===== config.mk =====
export PLATFORM = sky130hd
export DESIGN_NAME = dpsd_power_state
export DESIGN_NICKNAME = d
export VERILOG_FILES = /design/src/verilog/dpsd_pkg.sv /design/src/verilog/dpsd_bank_track.sv /design/src/verilog/dpsd_power_state.sv
export VERILOG_INCLUDE_DIRS = /design/src /design/src/verilog
export SDC_FILE = /design/constraint.sdc
export NUM_CORES = 1
export LEC_CHECK = 0
export ABC_CLOCK_PERIOD_IN_PS = 2400
export BUFFER_PORTS_ARGS = -buffer_cell sky130_fd_sc_hd__buf_2
export CAP_MARGIN = 20
export CORE_ASPECT_RATIO = 0.9
export CORE_MARGIN = 2
export CORE_UTILIZATION = 50
export CTS_CLUSTER_SIZE = 30
export DETAILED_ROUTE_END_ITERATION = 10
export GPL_TIMING_DRIVEN = 1
export HOLD_SLACK_MARGIN = 0.15
export PLACE_DENSITY_LB_ADDON = 0.25
export SETUP_SLACK_MARGIN = 0.4
export SLEW_MARGIN = 20
export SYNTH_ARGS = -nofsm -noshare
export SYNTH_HDL_FRONTEND = slang
export SYNTH_SLANG_ARGS = --single-unit

===== constraint.sdc =====
create_clock -name mclk -period 2.4 [get_ports mclk]
set_clock_uncertainty 0.2 [all_clocks]
set_input_delay 0.48 -clock mclk [delete_from_list [all_inputs] [get_ports mclk]]
set_output_delay 0.48 -clock mclk [all_outputs]
set_load 0.02 [all_outputs]

===== src/verilog/dpsd_params.svh =====
`ifndef DPSD_PARAMS_SVH
`define DPSD_PARAMS_SVH
// mode register 1 address and dll-off bit position
`define DPSD_MR_SEL_MR1 3'h1
`define DPSD_MR1_DLL_OFF_BIT 0
// latency pair supported while the dll is off
`define DPSD_DLL_OFF_CL 4'h6
`define DPSD_DLL_OFF_CWL 4'h6
// command codes {ras_n, cas_n, we_n}
`define DPSD_CMD_MRS 3'h0
`define DPSD_CMD_REF 3'h1
`define DPSD_CMD_PRE 3'h2
`define DPSD_CMD_ACT 3'h3
`define DPSD_CMD_WR 3'h4
`define DPSD_CMD_RD 3'h5
`define DPSD_CMD_NOP 3'h7
// burst length in clock cycles (bl8)
`define DPSD_BURST_CYC 4'h4
`endif


===== src/verilog/dpsd_pkg.sv =====
`default_nettype none
package dpsd_pkg;
   typedef enum logic [2:0] {
      DPSD_IDLE,
      DPSD_ACTIVE,
      DPSD_ACT_PD,
      DPSD_PRE_PD,
      DPSD_SELF_REF
   } dpsd_state_e;
endpackage
`default_nettype wire


===== src/verilog/dpsd_bank_track.sv =====
`timescale 1ns/100ps
`default_nettype none
// ----------------------------------------
// bank open tracker
// ----------------------------------------
module dpsd_bank_track #(
   parameter int NUM_BANKS = 8
) (
   input wire logic mclk,
   input wire logic srst,
   input wire logic cmd_act,
   input wire logic cmd_pre,
   input wire logic pre_all,
   input wire logic auto_pre,
   input wire logic [2:0] bank,
   output logic any_open
);
   logic [NUM_BANKS-1:0] open_bits;
   logic [NUM_BANKS-1:0] next_open_bits;

   // the bank field is three bits wide, so only eight banks can be addressed
   if (NUM_BANKS != 8) begin : g_bad_banks
      $error("dpsd_bank_track: bank field is 3 bits");
   end

   // open on activate, close on precharge or auto precharge
   always_comb begin
      next_open_bits = open_bits;
      if (cmd_act) begin
         next_open_bits[bank] = 1'b1;
      end else if (cmd_pre && pre_all) begin
         next_open_bits = '0;
      end else if (cmd_pre || auto_pre) begin
         next_open_bits[bank] = 1'b0;
      end
   end

   always_ff @(posedge mclk) begin
      if (srst) begin
         open_bits <= '0;
      end else begin
         open_bits <= next_open_bits;
      end
   end

   assign any_open = |open_bits;
endmodule // dpsd_bank_track
`default_nettype wire


===== src/verilog/dpsd_power_state.sv =====
`timescale 1ns/100ps
`default_nettype none
`include "dpsd_params.svh"
// Functional notes
// sample cke each edge, decide from pair
// action follows command at same edge; odt ignored
// controller holds cke for minimum pulse count
// only nop/deselect during self-refresh exit period
// self-refresh entry only from all-idle with refresh
// no self-refresh entry during bursts
// power-down entry/exit edge carries nop/deselect
// self-refresh exit edge carries nop/deselect
// no internal refresh during power-down
// classify power-down after burst by banks
// odt ignored during self-refresh
// first write 512 cycles after self-refresh exit
// controller avoids reserved cke combinations
// nop registers nothing, leaves operations running
// deselect accepts nothing, operations continue
// mr1 bit a0 one disables the dll
// dll bit may change any time
// dll-off clock below its maximum frequency
// dll-off supports cl six, cwl six
// dll-off read strobe referenced al+cl-1
// only clock-to-strobe shifts, strobe-to-data unchanged
// controller tolerates wide dll-off strobe delay
// self-refresh exit without depending on clock; here exit waits for cke to pass the mclk synchroniser
// track open banks to classify power-down
module dpsd_power_state (
   input wire logic mclk,
   input wire logic srst,
   input wire logic cke_pin,
   input wire logic cs_n_pin,
   input wire logic ras_n_pin,
   input wire logic cas_n_pin,
   input wire logic we_n_pin,
   input wire logic odt_pin,
   input wire logic [2:0] ba_pin,
   input wire logic [12:0] addr_pin,
   input wire logic [3:0] cas_lat,
   input wire logic [3:0] cas_wr_lat,
   input wire logic [3:0] add_lat,
   output logic [2:0] power_state,
   output logic in_power_down,
   output logic in_self_refresh,
   output logic internal_refresh_en,
   output logic odt_effective,
   output logic dll_off,
   output logic latency_ok,
   output logic [4:0] read_strobe_lat,
   output logic cmd_taken,
   output logic burst_busy
);
   // ----------------------------------------
   // pin synchronisers
   // ----------------------------------------
   // the first stage is read only by the second stage
   logic [21:0] pin_s1;
   logic [21:0] pin_s2;
   always_ff @(posedge mclk) begin
      pin_s1 <= {cke_pin, cs_n_pin, ras_n_pin, cas_n_pin, we_n_pin, odt_pin, ba_pin, addr_pin};
      pin_s2 <= pin_s1;
   end

   logic cke;
   logic cs_n;
   logic [2:0] cmd;
   logic odt;
   logic [2:0] ba;
   logic [12:0] addr;
   assign cke = pin_s2[21];
   assign cs_n = pin_s2[20];
   assign cmd = pin_s2[19:17];
   assign odt = pin_s2[16];
   assign ba = pin_s2[15:13];
   assign addr = pin_s2[12:0];

   // ----------------------------------------
   // command decode
   // ----------------------------------------
   function automatic logic is_cmd(input logic sel_n, input logic [2:0] c,
                                   input logic [2:0] code);
      is_cmd = !sel_n && (c == code);
   endfunction

   logic cke_prev;
   logic cmd_ok;
   logic do_act;
   logic do_pre;
   logic do_rd;
   logic do_wr;
   logic do_mrs;
   logic nop_or_des;
   // commands only count on an edge with cke high before and now
   assign cmd_ok = cke_prev && cke;
   // a nop or deselect registers nothing, bursts keep running
   assign nop_or_des = cs_n || is_cmd(cs_n, cmd, `DPSD_CMD_NOP);
   assign do_act = cmd_ok && is_cmd(cs_n, cmd, `DPSD_CMD_ACT);
   assign do_pre = cmd_ok && is_cmd(cs_n, cmd, `DPSD_CMD_PRE);
   assign do_rd = cmd_ok && is_cmd(cs_n, cmd, `DPSD_CMD_RD);
   assign do_wr = cmd_ok && is_cmd(cs_n, cmd, `DPSD_CMD_WR);
   assign do_mrs = cmd_ok && is_cmd(cs_n, cmd, `DPSD_CMD_MRS);
   assign cmd_taken = cmd_ok && !nop_or_des;

   // ----------------------------------------
   // burst tracking and bank tracking
   // ----------------------------------------
   logic [3:0] burst_cnt;
   logic [3:0] next_burst_cnt;
   logic pend_ap;
   logic next_pend_ap;
   logic [2:0] pend_bank;
   logic [2:0] next_pend_bank;
   logic any_open;
   logic ap_close;

   // bursts run to completion; nop and deselect never cut them short
   always_comb begin
      next_burst_cnt = burst_cnt;
      next_pend_ap = pend_ap;
      next_pend_bank = pend_bank;
      if (do_rd || do_wr) begin
         next_burst_cnt = `DPSD_BURST_CYC;
         next_pend_ap = addr[10];
         next_pend_bank = ba;
      end else if (burst_cnt != 4'h0) begin
         next_burst_cnt = burst_cnt - 4'h1;
         if (burst_cnt == 4'h1) begin
            next_pend_ap = 1'b0;
         end
      end
   end

   always_ff @(posedge mclk) begin
      if (srst) begin
         burst_cnt <= 4'h0;
         pend_ap <= 1'b0;
         pend_bank <= 3'h0;
      end else begin
         burst_cnt <= next_burst_cnt;
         pend_ap <= next_pend_ap;
         pend_bank <= next_pend_bank;
      end
   end

   assign burst_busy = burst_cnt != 4'h0;
   // auto precharge closes the bank as the burst concludes
   assign ap_close = pend_ap && (burst_cnt == 4'h1);

   dpsd_bank_track #(
      .NUM_BANKS(8)
   ) u_banks (
      .mclk(mclk),
      .srst(srst),
      .cmd_act(do_act),
      .cmd_pre(do_pre),
      .pre_all(addr[10]),
      .auto_pre(ap_close),
      .bank(ap_close ? pend_bank : ba),
      .any_open(any_open)
   );

   // ----------------------------------------
   // power state machine
   // ----------------------------------------
   dpsd_pkg::dpsd_state_e state;
   dpsd_pkg::dpsd_state_e next_state;
   logic pd_pending;
   logic next_pd_pending;

   // decided from the cke pair and the current state
   always_comb begin
      next_state = state;
      next_pd_pending = pd_pending;
      case (state)
         dpsd_pkg::DPSD_IDLE, dpsd_pkg::DPSD_ACTIVE: begin
            if (cke_prev && !cke) begin
               if (is_cmd(cs_n, cmd, `DPSD_CMD_REF) && !any_open && !burst_busy) begin
                  next_state = dpsd_pkg::DPSD_SELF_REF;
               end else if (burst_busy) begin
                  // classify once the burst has finished
                  next_state = dpsd_pkg::DPSD_ACT_PD;
                  next_pd_pending = 1'b1;
               end else if (any_open) begin
                  next_state = dpsd_pkg::DPSD_ACT_PD;
               end else begin
                  next_state = dpsd_pkg::DPSD_PRE_PD;
               end
            end else if (cke) begin
               next_state = any_open ? dpsd_pkg::DPSD_ACTIVE : dpsd_pkg::DPSD_IDLE;
            end
         end
         dpsd_pkg::DPSD_ACT_PD, dpsd_pkg::DPSD_PRE_PD: begin
            if (pd_pending && !burst_busy) begin
               next_pd_pending = 1'b0;
               next_state = any_open ? dpsd_pkg::DPSD_ACT_PD : dpsd_pkg::DPSD_PRE_PD;
            end
            if (!cke_prev && cke) begin
               next_pd_pending = 1'b0;
               next_state = any_open ? dpsd_pkg::DPSD_ACTIVE : dpsd_pkg::DPSD_IDLE;
            end
         end
         dpsd_pkg::DPSD_SELF_REF: begin
            // exit is taken on the synchronised cke edge; a stopped clock only delays it
            if (!cke_prev && cke) begin
               next_state = dpsd_pkg::DPSD_IDLE;
            end
         end
         default: begin
            next_state = dpsd_pkg::DPSD_IDLE;
         end
      endcase
   end

   always_ff @(posedge mclk) begin
      if (srst) begin
         state <= dpsd_pkg::DPSD_IDLE;
         pd_pending <= 1'b0;
         cke_prev <= 1'b0;
      end else begin
         state <= next_state;
         pd_pending <= next_pd_pending;
         cke_prev <= cke;
      end
   end

   assign power_state = state;
   assign in_power_down = (state == dpsd_pkg::DPSD_ACT_PD) || (state == dpsd_pkg::DPSD_PRE_PD);
   assign in_self_refresh = state == dpsd_pkg::DPSD_SELF_REF;
   // power-down never refreshes; self-refresh does its own
   assign internal_refresh_en = in_self_refresh;
   // termination is unavailable in self-refresh; only the synchronised odt is read
   assign odt_effective = odt && !in_self_refresh;

   // ----------------------------------------
   // dll control and read strobe latency
   // ----------------------------------------
   logic next_dll_off;
   // mr1 may be written during init or at any later time
   always_comb begin
      next_dll_off = dll_off;
      if (do_mrs && (ba == `DPSD_MR_SEL_MR1)) begin
         next_dll_off = addr[`DPSD_MR1_DLL_OFF_BIT];
      end
   end

   always_ff @(posedge mclk) begin
      if (srst) begin
         dll_off <= 1'b0;
      end else begin
         dll_off <= next_dll_off;
      end
   end

   // with the dll off only one latency pair is guaranteed
   assign latency_ok = !dll_off || ((cas_lat == `DPSD_DLL_OFF_CL) &&
                                    (cas_wr_lat == `DPSD_DLL_OFF_CWL));

   // strobe window moves one cycle earlier; dq-to-dqs skew is untouched
   always_ff @(posedge mclk) begin
      if (srst) begin
         read_strobe_lat <= 5'h0;
      end else begin
         read_strobe_lat <= {1'b0, add_lat} + {1'b0, cas_lat} - {4'h0, dll_off};
      end
   end
endmodule // dpsd_power_state
`default_nettype wire

==> out/results.tsv <==
metric	value	unit
Max rail drop VDD	0.605	mV
register area	993	sq um
setup TNS	0	ps
Setup crit end kind	output pin	
NumNets Final	362	
RSZ-0062 raised after global routing	true	
async set-reset flop share out of synthesis	0	%
I/O Buffers	40	
Slew Limit Headroom	63.3	%
WHS	274	ps
CP arrival	1300	ps
routed vias	2099	
Syn Inst Count	247	
Slew @ Worst Pin	547	ps
WS Path Type	flip-flop to output pin	
synthesized cell area	2330	sq um
routed wire length	5.37	mm
outcome	finished, final reports clean	
# clock sinks	49	
EDFF count, synth	0	
core area	4460	sq um
Via-to-Cell Ratio	5.55	
DRT iter0 DRCs	124	
Setup violations, final	0	
H-tree lvl count	2	
final hold violations	0	
DR pass1 iterations	4	
Die Span X	76.0	um
syn avg cell area	9.43	sq um
Leak	1.29	nW
gpl congestion	0.901	
Max Cap Violations	0	
Netlist cell types	63	
minimum clock period after layout	1980	ps
initial antenna violation count	0	
gr usage total	19.7	%
share of layout cells above drive strength 1	33.2	%
TritonCTS buffer count	5	
syn nets	294	
Seq cells post-synth	49	
gr ovfl total	0	
CP Launch Type	flip-flop	
DRC	0	
WL/cell	14.2	um
Syn. warnings	0	
HPWL after detailed placement	3.45	mm
I/O Pins	52	
commonest cells after routing, fill and taps aside	41 x dfxtp_1, 39 x buf_2, 22 x dlygate4sd3_1	
filler instances	322	
global-route wire length before repair	8.14	mm
Slew Viols, Final	0	
clock buffer depth	2	
Synth Flop Type	dfxtp_1	
Synth-to-Final Area Change	35.2	%
crit share post-route	82.5	%
Die Y	68.8	um
vias in the first global route	1814	
Clock Tree Root	clkbuf_8	
FP Rows	23	
Initial Util	52.2	%
TritonCTS clock tree	yes	
final antenna-violating net count	0	
Die ar.	5220	sq um
Reg clk slew, reported paths	90	ps
Overall Power	0.00225	W
sequential fraction of the synthesis area	42.1	%
FMAX	505	MHz
Skew-Pair Late Insertion Delay	300	ps
largest net degree at the start of global routing	18	
most common cell after layout, fill and taps aside	dfxtp_1	
required time worst endpoint	1720	ps
area of the multi-input gates	1330	sq um
critical path peak fanout	4	
PwrDens	713	nW/um^2
# diodes	0	
Hold WC Path Type	flip-flop to flip-flop	
cells in the mapped netlist (2+ instances only):
master	n	area share [%]
nor4_2	2	1.1
a2111oi_2	3	1.9
a221oi_1	2	0.75
a31oi_1	3	0.81
ha_1	10	5.4
a41oi_1	5	1.9
nor2b_1	10	2.7
a211oi_1	2	0.64
mux2i_1	2	0.86
inv_1	25	4.0
dfxtp_1	49	42
nor3b_1	5	1.6
a21oi_1	9	1.9
a2111oi_0	3	1.1
a21boi_0	2	0.64
nand4bb_1	2	0.97
nand2b_1	5	1.3
nor4b_2	2	1.3
clkbuf_1	7	1.1
nand3b_1	3	0.97
nor4_1	7	1.9
o21ai_0	8	1.7
buf_2	2	0.43
nor3_1	8	1.7
nor2_1	13	2.1
and2_1	4	1.1
xnor2_1	2	0.75
nand2_1	14	2.3
a32oi_1	2	0.75
o41ai_1	2	0.75
buf_1	2	0.32
critical path, cell delays in order (launching register included):
cell     delay, ps
dfxtp_2        350
inv_2           80
ha_4           150
nor3b_4        210
inv_2           70
buf_6          130
power breakdown:
| group | switching [W] | total (W) | internal (W) |
|---|---|---|---|
| clock network | 0.000279 | 0.000596 | 0.000318 |
| logic | 0.000312 | 0.000674 | 0.000363 |
| registers | 0.0000901 | 0.000975 | 0.000885 |
| total | 0.000680 | 0.00225 | 0.00156 |
worst paths after layout:
path	from	cells past startpoint	end	slack, ps
worst max register to register	dll_off	9	read_strobe_lat[4]	440
worst min register to register	u_banks.open_bits[7]	2	u_banks.open_bits[7]	270
worst min-delay path	u_banks.open_bits[7]	2	u_banks.open_bits[7]	270
worst max-delay path	burst_cnt[0]	5	burst_busy	420
logic make-up (layout without fill, tap and decap cells):
kind of cell | count (synthesis) | count (layout) | synth area share, %
and+or+nand+nor | 86 | 86 | 23.4
AOI/OAI and AO/OA | 55 | 55 | 18.7
buffers and inverters | 40 | 109 | 7.09
adders and majority gates | 11 | 11 | 6.23
DFF | 49 | 49 | 42.1
xor gates and xnor gates | 3 | 3 | 1.13
muxes | 3 | 3 | 1.34
registers in the layout, indices dropped and copies added (netlist names):
signal / count
pend_ap: 1
u_banks.open_bits: 8
pd_pending: 1
pend_bank: 3
pin_s2: 11
burst_cnt: 4
read_strobe_lat: 5
cke_prev: 1
power_state: 3
dll_off: 1
pin_s1: 11
metal layers:
metal  track usage [%]  vias up  wire (um)
li1                  -     1036          -
met1              25.2      982       2330
met2              32.9       71       2660
met3              4.17       10        299
met4              9.09        0         76
met5                 0        -          0
stage by stage:
stage,cells,instance area (sq um),setup slack [ps],utilization [%]
2_1_floorplan,247,2340,270,-
3_3_place_gp,340,2590,118,58.1
3_5_place_dp,340,2590,38.8,58.1
4_1_cts,373,2980,352,66.9
5_1_grt,378,3150,334,70.6
6_report,378,3150,420,70.6
repair_timing:
| action | in CTS | in global routing |
|---|---|---|
| buffers inserted | 3 | 4 |
| endpoints found under the hold margin | 22 | 0 |
| resized for setup | 15 | 25 |
| setup endpoints to repair | 6 | 12 |
| gates cloned | 0 | 1 |
| hold buffers | 22 | 0 |
| pin swaps | 1 | 8 |
final cells by class:
type                            count  share of cell area (%)
Inverter                           26                    3.10
Multi-Input combinational cell    158                    42.3
Clock buffer                        5                    2.19
Tap cell                           62                    2.46
Sequential cell                    49                    31.5
Timing Repair Buffer               75                    16.9
Clock inverter                      3                    1.51
Power figures use the tool's default switching activity.
